===== config.mk =====
export PLATFORM = sky130hd
export DESIGN_NAME = pph_drive_end_flat
export DESIGN_NICKNAME = d
export VERILOG_FILES = /design/src/verilog/pph_pkg.sv /design/src/verilog/pph_link_if.sv /design/src/verilog/pph_drive_end.sv /design/src/flat_wrapper.sv
export SDC_FILE = /design/constraint.sdc
export NUM_CORES = 1
export LEC_CHECK = 0
export ABC_AREA = 1
export BUFFER_PORTS_ARGS = -buffer_cell sky130_fd_sc_hd__buf_2
export CAP_MARGIN = 20
export CORE_MARGIN = 1
export CORE_UTILIZATION = 23
export CTS_BUF_LIST = sky130_fd_sc_hd__clkbuf_4 sky130_fd_sc_hd__clkbuf_8
export CTS_CLUSTER_SIZE = 25
export DETAILED_ROUTE_END_ITERATION = 8
export GPL_TIMING_DRIVEN = 0
export PLACE_DENSITY = 0.45
export RECOVER_POWER = 50
export SYNTH_ARGS = -nofsm -noshare
export SYNTH_HDL_FRONTEND = slang
export SYNTH_SLANG_ARGS = --single-unit

===== constraint.sdc =====
create_clock -name core_clk -period 7 [get_ports core_clk]
set_input_delay 0.7 -clock core_clk [delete_from_list [all_inputs] [get_ports core_clk]]
set_output_delay 0.7 -clock core_clk [all_outputs]
set_load 0.02 [all_outputs]

===== src/verilog/pph_pkg.sv =====
// shared constants for the profile position handshake
package pph_pkg;

  // ------------------------------------------------------------
  // command word (link object 0x6040) and status word (0x6041)
  // ------------------------------------------------------------
  localparam logic [15:0] CMD_WORD_INDEX  = 16'h6040;
  localparam logic [15:0] STAT_WORD_INDEX = 16'h6041;
  localparam int CMD_STROBE   = 4;   // new set-point
  localparam int CMD_IMMED    = 5;   // change set immediately
  localparam int CMD_RELSEL   = 6;   // absolute / relative select
  localparam int CMD_HALT     = 8;
  localparam int CMD_COSP     = 9;   // change on set-point, no effect
  localparam int STAT_WARN    = 7;   // command warning
  localparam int STAT_REACHED = 10;
  localparam int STAT_ACK     = 12;
  localparam int STAT_FERR    = 13;
  localparam logic [15:0] CMD_RESET  = 16'h0000;
  localparam logic [15:0] STAT_RESET = 16'h0000;

  // ------------------------------------------------------------
  // halt options, homing, following error window
  // ------------------------------------------------------------
  localparam logic [2:0]  HALT_QUICK       = 3'h2;     // stop at once
  localparam logic [31:0] HALT_DECEL_STEP  = 32'h0000_0010;
  localparam logic [7:0]  HOME_METHOD_OK   = 8'h23;     // only supported method
  localparam logic [31:0] HOME_POSITION    = 32'h0000_0000;
  localparam logic [31:0] HOME_SPEED       = 32'h0000_0008;
  localparam logic [31:0] FERR_WIN_ALWAYS  = 32'h0000_0000;
  localparam logic [31:0] FERR_WIN_OFF     = 32'hffff_ffff;
  localparam logic [31:0] FERR_WIN_CAP     = 32'h0800_0000;
  localparam logic [31:0] FERR_WIN_RESET   = 32'h0001_86a0;

  // ------------------------------------------------------------
  // host timing: target held this many link cycles plus one before strobe
  // ------------------------------------------------------------
  localparam logic [1:0] HOLD_CYCLES = 2'h2;

  // ------------------------------------------------------------
  // host apb register map
  // ------------------------------------------------------------
  localparam logic [7:0] REG_CTRL   = 8'h00;
  localparam logic [7:0] REG_TARGET = 8'h04;
  localparam logic [7:0] REG_VEL    = 8'h08;
  localparam logic [7:0] REG_OPTS   = 8'h0c;
  localparam logic [7:0] REG_WINDOW = 8'h10;
  localparam logic [7:0] REG_STATUS = 8'h14;
  localparam int CTRL_GO     = 0;   // write 1 to issue a set-point
  localparam int CTRL_HALT   = 1;
  localparam int CTRL_HOMING = 2;
  localparam int OPTS_METHOD = 0;   // bits 7:0
  localparam int OPTS_HALTOP = 8;   // bits 10:8
  localparam int STAT_BUSY   = 16;

  typedef enum logic [1:0] {
    HS_IDLE   = 2'b00,
    HS_HOLD   = 2'b01,
    HS_STROBE = 2'b10,
    HS_DROP   = 2'b11
  } pph_host_state_t;

endpackage : pph_pkg


===== src/verilog/pph_link_if.sv =====
// cyclic link between host motion controller and drive
`timescale 1ns/1ps
interface pph_link_if;
  logic [15:0] cmdWord;      // host -> drive
  logic [31:0] targetPos;
  logic [31:0] profileVel;
  logic [2:0]  haltOption;
  logic        homingMode;
  logic [7:0]  homingMethod;
  logic [31:0] ferrWindow;
  logic [15:0] statusWord;   // drive -> host

  modport drive (input cmdWord, targetPos, profileVel, haltOption, homingMode,
                 homingMethod, ferrWindow, output statusWord);
  modport host  (output cmdWord, targetPos, profileVel, haltOption, homingMode,
                 homingMethod, ferrWindow, input statusWord);
endinterface : pph_link_if


===== src/verilog/pph_drive_end.sv =====
// drive end: set-point handshake, path generation, status word
//
// Chosen here: no register port; the drive end is set only over the link.
`timescale 1ns/1ps

module pph_drive_end (
  // clock and reset
  input  wire logic        core_clk,
  input  wire logic        arst_n,
  // link to host
  pph_link_if.drive        link,
  // servo side
  input  wire logic [31:0] actualPos,
  output logic      [31:0] demandPos,
  output logic      [31:0] demandSpeed,
  output logic             moving
);
  import pph_pkg::*;

  // ------------------------------------------------------------
  // helpers
  // ------------------------------------------------------------
  // magnitude of a signed 32-bit difference, one bit wider
  function automatic logic [32:0] absDiff(input logic [31:0] a, input logic [31:0] b);
    logic signed [32:0] d;
    d = $signed({a[31], a}) - $signed({b[31], b});
    absDiff = d[32] ? 33'(-d) : 33'(d);
  endfunction : absDiff

  // ------------------------------------------------------------
  // command decode
  // ------------------------------------------------------------
  logic        strobeQ;
  logic        strobeRise;
  logic        badCmd;
  logic        accept;
  logic        halt;
  logic [31:0] tgtPos;
  logic [31:0] tgtVel;
  logic        active;
  logic        ack;
  logic        warn;
  logic        reached;
  logic        ferr;
  logic [32:0] remain;
  logic [31:0] step;
  logic [32:0] lagDist;
  logic [31:0] winEff;

  // link runs on core_clk, so no synchroniser is needed
  assign strobeRise = link.cmdWord[CMD_STROBE] & ~strobeQ;
  // the change-on-set-point bit is never decoded
  assign badCmd = ~link.cmdWord[CMD_IMMED]
                | link.cmdWord[CMD_RELSEL]
                | (link.homingMode & (link.homingMethod != HOME_METHOD_OK));
  assign accept = strobeRise & ~badCmd;
  assign halt   = link.cmdWord[CMD_HALT];

  // edge detector history
  always_ff @(posedge core_clk or negedge arst_n) begin
    if (!arst_n) begin
      strobeQ <= 1'b0;
    end else begin
      strobeQ <= link.cmdWord[CMD_STROBE];
    end
  end

  // ------------------------------------------------------------
  // set-point capture
  // ------------------------------------------------------------
  // a later accepted edge simply overwrites the running set-point
  always_ff @(posedge core_clk or negedge arst_n) begin
    if (!arst_n) begin
      tgtPos <= 32'h0000_0000;
      tgtVel <= 32'h0000_0000;
    end else if (accept) begin
      tgtPos <= link.homingMode ? HOME_POSITION : link.targetPos;
      tgtVel <= link.homingMode ? HOME_SPEED : link.profileVel;
    end
  end

  // ------------------------------------------------------------
  // speed: cruise at profile velocity, ramp or cut on halt
  // ------------------------------------------------------------
  always_ff @(posedge core_clk or negedge arst_n) begin
    if (!arst_n) begin
      demandSpeed <= 32'h0000_0000;
    end else if (halt) begin
      if (link.haltOption == HALT_QUICK) begin
        demandSpeed <= 32'h0000_0000;
      end else if (demandSpeed > HALT_DECEL_STEP) begin
        demandSpeed <= demandSpeed - HALT_DECEL_STEP;
      end else begin
        demandSpeed <= 32'h0000_0000;
      end
    end else if (accept) begin
      demandSpeed <= link.homingMode ? HOME_SPEED : link.profileVel;
    end else if (active) begin
      demandSpeed <= tgtVel;
    end else begin
      demandSpeed <= 32'h0000_0000;
    end
  end

  // ------------------------------------------------------------
  // position path: never overshoots the target
  // ------------------------------------------------------------
  assign remain = absDiff(tgtPos, demandPos);
  assign step   = (remain < {1'b0, demandSpeed}) ? remain[31:0] : demandSpeed;

  always_ff @(posedge core_clk or negedge arst_n) begin
    if (!arst_n) begin
      demandPos <= 32'h0000_0000;
    end else if (active) begin
      if ($signed(tgtPos) > $signed(demandPos)) begin
        demandPos <= demandPos + step;
      end else begin
        demandPos <= demandPos - step;
      end
    end
  end

  // move is live from acceptance until the path lands on target
  always_ff @(posedge core_clk or negedge arst_n) begin
    if (!arst_n) begin
      active <= 1'b0;
    end else if (accept) begin
      active <= 1'b1;
    end else if (remain == 33'h0_0000_0000) begin
      active <= 1'b0;
    end
  end

  assign moving = active & (demandSpeed != 32'h0000_0000);

  // ------------------------------------------------------------
  // status flags
  // ------------------------------------------------------------
  // acknowledge: set wins over the clear when both land together
  always_ff @(posedge core_clk or negedge arst_n) begin
    if (!arst_n) begin
      ack <= 1'b0;
    end else if (accept) begin
      ack <= 1'b1;
    end else if (!link.cmdWord[CMD_STROBE]) begin
      ack <= 1'b0;
    end
  end

  // command warning holds until a good set-point is taken
  always_ff @(posedge core_clk or negedge arst_n) begin
    if (!arst_n) begin
      warn <= 1'b0;
    end else if (strobeRise && badCmd) begin
      warn <= 1'b1;
    end else if (accept) begin
      warn <= 1'b0;
    end
  end

  // target reached meaning depends on the halt bit
  always_ff @(posedge core_clk or negedge arst_n) begin
    if (!arst_n) begin
      reached <= 1'b0;
    end else if (halt) begin
      reached <= (demandSpeed == 32'h0000_0000) && !accept;
    end else begin
      reached <= !active && !accept;
    end
  end

  // following error against the servo's actual position
  assign lagDist = absDiff(demandPos, actualPos);
  assign winEff  = (link.ferrWindow > FERR_WIN_CAP) ? FERR_WIN_CAP : link.ferrWindow;

  always_ff @(posedge core_clk or negedge arst_n) begin
    if (!arst_n) begin
      ferr <= 1'b0;
    end else if (link.ferrWindow == FERR_WIN_OFF) begin
      ferr <= 1'b0;
    end else if (link.ferrWindow == FERR_WIN_ALWAYS) begin
      ferr <= 1'b1;
    end else begin
      ferr <= lagDist > {1'b0, winEff};
    end
  end

  // ------------------------------------------------------------
  // status word assembly
  // ------------------------------------------------------------
  always_comb begin
    link.statusWord               = STAT_RESET;
    link.statusWord[STAT_WARN]    = warn;
    link.statusWord[STAT_REACHED] = reached;
    link.statusWord[STAT_ACK]     = ack;
    link.statusWord[STAT_FERR]    = ferr;
  end

endmodule : pph_drive_end


===== src/flat_wrapper.sv =====
// flat-port wrapper written by rule: the top's interface ports become plain ports
module pph_drive_end_flat import pph_pkg::*;
  (core_clk, arst_n, actualPos, demandPos, demandSpeed, moving, link_cmdWord, link_targetPos, link_profileVel, link_haltOption, link_homingMode, link_homingMethod, link_ferrWindow, link_statusWord);
  pph_link_if link_i ();
  input  wire logic core_clk;
  input  wire logic arst_n;
  input  wire logic [31:0] actualPos;
  output logic      [31:0] demandPos;
  output logic      [31:0] demandSpeed;
  output logic moving;
  input wire logic [$bits(link_i.cmdWord)-1:0] link_cmdWord;
  input wire logic [$bits(link_i.targetPos)-1:0] link_targetPos;
  input wire logic [$bits(link_i.profileVel)-1:0] link_profileVel;
  input wire logic [$bits(link_i.haltOption)-1:0] link_haltOption;
  input wire logic [$bits(link_i.homingMode)-1:0] link_homingMode;
  input wire logic [$bits(link_i.homingMethod)-1:0] link_homingMethod;
  input wire logic [$bits(link_i.ferrWindow)-1:0] link_ferrWindow;
  output wire logic [$bits(link_i.statusWord)-1:0] link_statusWord;
  assign link_i.cmdWord = link_cmdWord;
  assign link_i.targetPos = link_targetPos;
  assign link_i.profileVel = link_profileVel;
  assign link_i.haltOption = link_haltOption;
  assign link_i.homingMode = link_homingMode;
  assign link_i.homingMethod = link_homingMethod;
  assign link_i.ferrWindow = link_ferrWindow;
  assign link_statusWord = link_i.statusWord;
  pph_drive_end u_core (.core_clk(core_clk), .arst_n(arst_n), .link(link_i), .actualPos(actualPos), .demandPos(demandPos), .demandSpeed(demandSpeed), .moving(moving));
endmodule

Word-level counts from Yosys, hierarchy flattened
Cells that the tools add are included.
{"block": "classes", "addsub": 7, "magnitude_cmp": 5, "eq_ne": 4, "muxes": 21, "bitwise_logic": 9, "n_reduce_logical": 11}
{"cell": "2-to-1 mux 32 bit", "count": 10}
{"cell": "2-to-1 mux 33 bit", "count": 2}
{"cell": "negator 33 bit", "count": 2}
{"cell": "subtractor 32 x 32 -> 33 bit", "count": 2}
{"cell": "zero test 32 bit", "count": 2}
{"cell": "> comparator 33 x 32 -> 1 bit", "count": 1}
{"cell": "zero test 33 bit", "count": 1}
{"cell": "less-than comparator 33 x 32 -> 1 bit", "count": 1}
{"cell": "adder 32 bit", "count": 1}
{"cell": "equality test 32 bit (second input constant)", "count": 1}
{"cell": "> comparator 32 x 28 -> 1 bit (second input constant)", "count": 1}
{"cell": "> comparator 32 bit", "count": 1}
{"cell": "> comparator 32 x 5 -> 1 bit (second input constant)", "count": 1}
{"cell": "nonzero test 32 bit", "count": 1}
{"cell": "subtractor 32 bit", "count": 1}
{"cell": "subtractor 32 x 5 -> 32 bit (second input constant)", "count": 1}
{"cell": "2-to-1 mux 1 bit", "count": 9}
{"cell": "!= test 8 x 6 -> 1 bit (second input constant)", "count": 1}
{"cell": "bitwise AND 1 bit", "count": 4}
{"cell": "nonzero test 2 bit", "count": 2}
{"cell": "equality test 3 x 2 -> 1 bit (second input constant)", "count": 1}
{"cell": "logical AND 1 bit", "count": 3}
{"cell": "inverter 1 bit", "count": 3}
{"cell": "zero test 1 bit", "count": 2}
{"cell": "other kinds (2)", "count": 3}
{"block": "word_totals", "ff_bits": 134, "in_bits": 158, "output_inout_bits": 81, "elab_cells": 67}

Logic depth before layout (Yosys ltp)
Gate-level depths: netlist (run 1).
{"block": "depth", "depth_word": 8, "depth_mapped": 63, "mapped_depth_nobuf": 61}

Worst setup path before layout (run 1)
Ideal clock, no wire load.
{"block": "synth_timing", "path_type": "reg2reg", "startpoint": "register u_core.demandPos[0]", "endpoint": "register u_core.demandPos[28]", "setup_time_ns": 0.083, "t_arrival_ns": 7.343, "required_time_ns": 6.917, "slack_ns": -0.426, "stages_incl_launch_ff": 55, "path_cell_list": "dfrtp_1 ha_1 fa_1 inv_1 nand3_1 nand2_2 nand2_1 nand2_2 nand2_1 nand2_1 nand2_1 nand2_1 nand2_1 nand2_1 buf_2 buf_1 nand3_1 nand2_1 (+19 left out) xor2_1 ha_1 a21oi_1 nand2_1 nand2_1 nand2_1 a21oi_1 o21ai_0 a21boi_0 o21ai_0 a21boi_0 nor2_1 nand4_1 nand2_1 a21boi_0 o21ai_0 xor2_1 o21ai_0"}
{"block": "synth_via", "elab_chain_cells": 7, "elab_cells_between_ends": 9, "cone_classes": "4 x add/sub; 2 x order compare; 3 x mux"}
{"item": "start, declared", "line_no": "pph_drive_end.sv:14", "text": "output logic [31:0] demandPos,"}
{"item": "start signal, assigned", "line_no": "pph_drive_end.sv:116", "text": "demandPos <= demandPos + step;"}
{"item": "start signal, assigned", "line_no": "pph_drive_end.sv:118", "text": "demandPos <= demandPos - step;"}
{"item": "subtractor 32 x 32 -> 33 bit", "line_no": "pph_drive_end.sv:26", "text": "d = $signed({a[31], a}) - $signed({b[31], b});"}
{"item": "negator 33 bit", "line_no": "pph_drive_end.sv:27", "text": "absDiff = d[32] ? 33'(-d) : 33'(d);"}
{"item": "2-to-1 mux 33 bit", "line_no": "pph_drive_end.sv:27"}
{"item": "less-than comparator 33 x 32 -> 1 bit", "line_no": "pph_drive_end.sv:109", "text": "assign step = (remain < {1'b0, demandSpeed}) ? remain[31:0] : demandSpeed;"}
{"item": "2-to-1 mux 32 bit", "line_no": "pph_drive_end.sv:109"}
{"item": "subtractor 32 bit or adder 32 bit (tied branches)", "line_no": "pph_drive_end.sv:118, pph_drive_end.sv:116"}
{"item": "2-to-1 mux 32 bit *", "line_no": "pph_drive_end.sv:115", "text": "if ($signed(tgtPos) > $signed(demandPos)) begin"}
Every way passes the cells marked *; elsewhere a longest branch is shown, timed or not.
A chain may end at the register's enable or synchronous reset.

Worst setup path in the final report (run 1)
{"block": "layout_timing", "startpoint": "register u_core.demandPos[20]", "endpoint": "register u_core.demandPos[26]"}
Same word-level chain as after synthesis.

==> impl_metrics.toml, run 1 <==
[run_status]
status = "finished with violations"
violations = "max-capacitance violations, max-slew violations, negative setup slack"

[timing]
setup_ws_ns = -0.337
min_period_ns = 7.34
relSlewSlack_pct = -132
fin_worst_skew_ns = 0.0285
hold_viol_final = 0
tightest_slew_ns = 3.48
finalSetupViolations = 16
tns_ns = -2.81
period_share_pct = 105
fmax_ghz = 0.136
hold_slack_ns = 0.309
rsz0062_at_grt = "true"
slew_violations = 137

[synth]
synthArstFlopShare_pct = 100
post_synth_num_cell_types = 59
synth_ff_type = "dfrtp_1"
syn_area_um2 = 16800
syn_avg_cell_area_um2 = 6.23
synthTopCellsByArea = "dfrtp_1, nand2_1, ha_1"
ys_ff_latch = 134
yosysSeqAreaShare_pct = 19.9
yosysWarnings = 0
synth_top_area_share_pct = 19.9
synthCells = 2703
synth-edff-count = 0
yosys.area.top_type = "dfrtp_1"

[detailed_routing]
dr.pass1.iters = 5
drcViolationCount = 0
vias = 18400
postRouteAntennaNets = 0
wl_per_cell_um = 17.0
wirelength_um = 68600
via_per_inst = 4.56
drt-initial-drc-count = 1038

[floorplan]
rows = 98
pin_count = 239
die_w_um = 273
die_y_um = 273
fp.dieArea_um2 = 74300
initial_core_util_pct = 23.4
coreArea_um2 = 72000

[global_route]
grt_max_degree = 78
grt_pass1_vias = 18100
grt_usage_pct = 18.4
antenna_found_initial = 0
grt_pass1_wl_um = 105000
globalRouteOverflowTotal = 0

[critical_path]
setup.worst_path.class = "reg -> reg"
cpPeakStageDelay_ns = 0.43
endpoint_kind = "register"
crit_fanout = 6
start_kind = "register"
critPathRequiredTime_ns = 7.41
cp.arrival_ns = 7.74
critPathSlowestCell = "ha_2"
worst_path_most_repeated_cell = "nand2_1"

[placed_design]
detailed_place_hpwl_um = 56300
place_inst = 3883
post_dp_cell_area_um2 = 19200
gp_congestion = 0.939
io_buffers = 214

[flow_run]
max-cap-violations = 2

[clocking]
clk_pin_slew_ns = 0.10
hold_buffers = 0
cts-buffers-inserted = 17
clkLatencyLatePin_ns = 0.54
cts_tree = "yes"
h-tree-depth = 4
clockRootBuffer = "clkbuf_8"
ctsLongestPathBuffers = 2
clkSinkCount = 134

[cells_and_area]
ff_latch_area_um2 = 3390
fillers = 8098
fin_cells = 4026
nets = 3387
final_cell_area_um2 = 21800
drive_gt1_share_pct = 23.3
antenna_cells = 0
multi_input_comb_area_um2 = 12800
syn_to_final_growth_pct = 29.5

[hold_path]
hold_path_class = "in -> reg"
final timing paths:
| path | depth (start not counted) | slack [ns] | from | end |
|---|---|---|---|---|
| worst max-delay path | 47 | -0.34 | u_core.demandPos[20]$_DFFE_PN0P_ | u_core.demandPos[26]$_DFFE_PN0P_ |
| worst min-delay path | 1 | 0.31 | link_cmdWord[4] | u_core.strobeQ$_DFF_PN0_ |
| worst max register to register | 47 | -0.34 | u_core.demandPos[20]$_DFFE_PN0P_ | u_core.demandPos[26]$_DFFE_PN0P_ |
| worst min register to register | 2 | 0.47 | u_core.tgtVel[20]$_DFFE_PN0P_ | u_core.tgtVel[20]$_DFFE_PN0P_ |
| max in group asynchronous | 2 | 2.15 | arst_n | u_core.demandPos[1]$_DFFE_PN0P_ |
| min in group asynchronous | 1 | 1.31 | arst_n | u_core.tgtVel[17]$_DFFE_PN0P_ |
cells in the final DEF (no fill, tap or decap), types with 17 or more instances in the layout:
master    instances
nand2_1         755
inv_1           373
buf_2           196
nor2_1          190
nand3_1         149
ha_1            122
buf_4           121
a21oi_1         105
dfrtp_1         102
o21ai_0          96
xor2_1           96
nand2_2          66
nand4_1          50
clkbuf_1         50
inv_2            45
nor3_1           39
dfrtp_2          32
xnor2_1          30
a22o_1           30
nor2_2           28
o21ai_1          28
a21oi_2          26
ha_4             24
o221ai_1         19
nor4_1           18
ha_2             17
clkbuf_8         17
kinds of logic after synthesis:
| group | count (synthesis) | share of synthesized area [%] |
|---|---|---|
| AND/OR/NAND/NOR | 1376 | 34.8 |
| other | 2 | 0.0446 |
| buffers and inverters | 488 | 11.4 |
| XOR/XNOR | 145 | 7.54 |
| AO/OA/AOI/OAI | 392 | 13.8 |
| adder cells (fa/ha/maj) | 166 | 12.5 |
| flip-flops | 134 | 19.9 |
state kept, by name (all words and copies together) (netlist names):
signal / cells
u_core.ack: 1
u_core.active: 1
u_core.demandPos: 32
u_core.demandSpeed: 32
u_core.ferr: 1
u_core.reached: 1
u_core.strobeQ: 1
u_core.tgtPos: 32
u_core.tgtVel: 32
u_core.warn: 1
synth_stat cells (all sizes together), types with 3 or more instances:
master  count
fa          3
o211ai      3
o31ai       3
nand3b      6
clkbuf     32
o221ai     20
inv       422
a21oi     134
dfrtp     134
nor3b       3
buf        29
a211oi      6
a31oi      10
o21bai      4
a21o        6
and2        8
xnor2      35
or4         5
or2         4
nor4       18
a32o        3
nand4      50
o22ai       7
nor2      234
o21a        8
nand3     166
clkinv      5
nor3       44
a21boi     10
a22o       30
nand2     836
xor2      110
o21ai     139
ha        163
metrics by stage:
stage	setup WS, ns	utilization (%)
finish	-0.337	30.3
detailed placement	-1.94	26.7
floorplan	0.0273	-
CTS	-0.228	29.7
global route	-0.819	30.3
global placement	-2.01	26.6
layout make-up:
| type | instances | area share [%] |
|---|---|---|
| Buffer | 60 | 1.66 |
| Clock buffer | 18 | 1.11 |
| Clock inverter | 14 | 0.855 |
| Inverter | 427 | 7.42 |
| Multi-Input combinational cell | 2095 | 58.9 |
| Sequential cell | 134 | 15.6 |
| Tap cell | 950 | 5.45 |
| Timing Repair Buffer | 328 | 9.05 |
layer usage:
| metal | wire [um] | up-vias | GRT usage [%] |
|---|---|---|---|
| met3 | 2820 | 42 | 1.97 |
| met1 | 32400 | 8419 | 24.7 |
| met4 | 870 | 0 | 3.86 |
| met5 | 0 | - | 0 |
| met2 | 32500 | 423 | 31.7 |
| li1 | - | 9480 | - |
worst max-delay path: cells and delay by family, from the launching register on:
| family | cells | cell delay [ns] |
|---|---|---|
| flops | 1 | 0.37 |
| simple gates | 23 | 2.77 |
| compound gates | 10 | 1.57 |
| xor+xnor | 3 | 0.58 |
| fa+ha+maj | 3 | 0.96 |
| buf+inv | 8 | 0.94 |
timing repair:
item | 4_1_cts | 5_1_grt
endpoints found under the hold margin | 0 | 0
buffers inserted | 90 | 21
cloned | 3 | 0
pin swaps | 65 | 68
endpoints found under the setup margin | 28 | 24
gates resized for setup | 291 | 90
Power of run 1 is left out: the tool's default activity adds up to more than one toggle a clock period on the data nets, which glitch-free logic cannot reach.
==> run 2, diff against run 1 <==
--- a/config.mk
+++ b/config.mk
@@ -8,13 +8,15 @@
 export ABC_AREA = 1
 export BUFFER_PORTS_ARGS = -buffer_cell sky130_fd_sc_hd__buf_2
 export CAP_MARGIN = 20
+export CELL_PAD_IN_SITES_DETAIL_PLACEMENT = 0
+export CELL_PAD_IN_SITES_GLOBAL_PLACEMENT = 2
 export CORE_MARGIN = 1
 export CORE_UTILIZATION = 23
 export CTS_BUF_LIST = sky130_fd_sc_hd__clkbuf_4 sky130_fd_sc_hd__clkbuf_8
 export CTS_CLUSTER_SIZE = 25
 export DETAILED_ROUTE_END_ITERATION = 8
 export GPL_TIMING_DRIVEN = 0
-export PLACE_DENSITY = 0.45
+export PLACE_DENSITY = 0.7
 export RECOVER_POWER = 50
 export SYNTH_ARGS = -nofsm -noshare
 export SYNTH_HDL_FRONTEND = slang
==> run 2 against run 1 <==
The run still ends with max-capacitance violations, max-slew violations, negative setup slack left; fmax fell by 0.13%; cell area rose by 1.7%; register-to-register slack barely moved; cell count rose by 0.75%; clock skew fell by 0.0041 ns; hold slack got worse by 0.019 ns; utilization rose by 0.52 points; critical path type unchanged.
==> impl_metrics.toml, run 2 (synthesis gave the netlist of run 1 again) <==
[timing]
rsz0062_at_grt = "true"
finalSetupViolations = 16
relSlewSlack_pct = -126
min_period_ns = 7.35
tightest_slew_ns = 3.39
fmax_ghz = 0.136
period_share_pct = 105
hold_slack_ns = 0.290
fin_worst_skew_ns = 0.0244
slew_violations = 137
hold_viol_final = 0
setup_ws_ns = -0.347

[detailed_routing]
postRouteAntennaNets = 0
drt-initial-drc-count = 1015
wirelength_um = 72900
dr.pass1.iters = 5
via_per_inst = 4.64
drcViolationCount = 0
vias = 18800
wl_per_cell_um = 18.0

[cells_and_area]
syn_to_final_growth_pct = 31.8
ff_latch_area_um2 = 3390
final_cell_mix = "nand2_1, inv_1, buf_2"
fillers = 8114
nets = 3416
multi_input_comb_area_um2 = 13000
final_core_util_pct = 30.8
drive_gt1_share_pct = 25.4
layout_commonest_cell = "nand2_1"

[placed_design]
gp_congestion = 0.921
detailed_place_hpwl_um = 60100
io_buffers = 214

[critical_path]
critPathRequiredTime_ns = 7.46
endpoint_kind = "register"
setup.worst_path.class = "reg -> reg"
cp.arrival_ns = 7.80
worst_path_most_repeated_cell = "nand2_1"
crit_fanout = 10
cpPeakStageDelay_ns = 0.61
critPathSlowestCell = "fa_2"
start_kind = "register"

[global_route]
grt_max_degree = 78
globalRouteOverflowTotal = 0
grt_pass1_wl_um = 110000
antenna_found_initial = 2
grt_pass1_vias = 18700
grt_usage_pct = 19.4

[flow_run]
max-cap-violations = 2

[clocking]
clkSinkCount = 134
hold_buffers = 0
cts_tree = "yes"
h-tree-depth = 4
clk_pin_slew_ns = 0.10
cts-buffers-inserted = 17
ctsLongestPathBuffers = 2
clockRootBuffer = "clkbuf_8"
clkLatencyLatePin_ns = 0.58

[floorplan]
pin_count = 239
rows = 98
coreArea_um2 = 72000
fp.dieArea_um2 = 74300
initial_core_util_pct = 23.4
die_y_um = 273
die_w_um = 273

[run_status]
violations = "max-capacitance violations, max-slew violations, negative setup slack"
status = "finished with violations"

[hold_path]
hold_path_class = "in -> reg"
## run 2: cell types whose count changed in the layout (fill, tap and decap cells not counted), moves of 4 or more
cell,before,now
ha_1,122,126
nand2_1,755,733
buf_6,7,18
inv_4,0,4
clkbuf_1,50,40
buf_4,121,138
clkinvlp_4,4,8
nor2_1,190,183
inv_1,373,368
nand2_2,66,88
buf_2,196,205
nor2_2,28,32
## run 2: routing by layer
layer | GRT usage, % | vias up | routed length [um]
met3 | 2.25 | 56 | 2480
met5 | 0 | - | 0
met4 | 5.19 | 0 | 1340
met2 | 33.9 | 397 | 35200
met1 | 25.1 | 8829 | 33900
li1 | - | 9528 | -
## run 2: worst paths after layout
kind,startpoint,end,slack [ns],cells after the start
max in group asynchronous,arst_n,u_core.demandPos[31]$_DFFE_PN0P_,2.28,2
worst min register to register,u_core.tgtVel[24]$_DFFE_PN0P_,u_core.tgtVel[24]$_DFFE_PN0P_,0.47,2
worst max register to register,u_core.demandPos[0]$_DFFE_PN0P_,u_core.demandPos[30]$_DFFE_PN0P_,-0.35,50
worst min-delay path,link_cmdWord[4],u_core.strobeQ$_DFF_PN0_,0.29,1
min in group asynchronous,arst_n,u_core.tgtPos[6]$_DFFE_PN0P_,1.26,1
worst max-delay path,u_core.demandPos[0]$_DFFE_PN0P_,u_core.demandPos[30]$_DFFE_PN0P_,-0.35,50
## run 2: critical path, delay by kind of cell (launching register included)
kind | cells | cell delay, ns
AO/OA/AOI/OAI | 12 | 1.75
AND/OR/NAND/NOR | 25 | 2.37
XOR/XNOR | 3 | 0.61
adder cells (fa/ha/maj) | 5 | 1.57
flip-flops | 1 | 0.49
buffers and inverters | 5 | 0.41
## run 2: per-stage QoR
stage | setup slack [ns] | cells | TNS, ns | instance area (um^2)
finish | -0.347 | 4056 | -3.95 | 22200
global route | -0.859 | 4054 | -13.70 | 22200
CTS | -0.303 | 4021 | -1.86 | 21600
detailed placement | -2.14 | 3882 | -38.28 | 19200
global placement | -2.15 | 3881 | -38.21 | 19200
floorplan | 0.0273 | 2717 | 0 | 16900
## run 2: cell type report
| type | instances | area share, % |
|---|---|---|
| sequential | 134 | 15.3 |
| timing repair buffer | 356 | 10.1 |
| clock inverter | 14 | 0.615 |
| buffer | 61 | 1.66 |
| antenna | 2 | 0.0226 |
| clock buffer | 17 | 1.05 |
| tap | 950 | 5.36 |
| inverter | 427 | 7.37 |
| multi-input combinational | 2095 | 58.5 |
## run 2: timing repair
item                       in CTS  in global routing
setup endpoints to repair      31                 25
buffers inserted              106                 33
hold endpoints to repair        0                  0
cloned                          2                  0
gates resized for setup       338                 98
pin swaps                      66                 52
Power of run 2 is left out for the same reason.
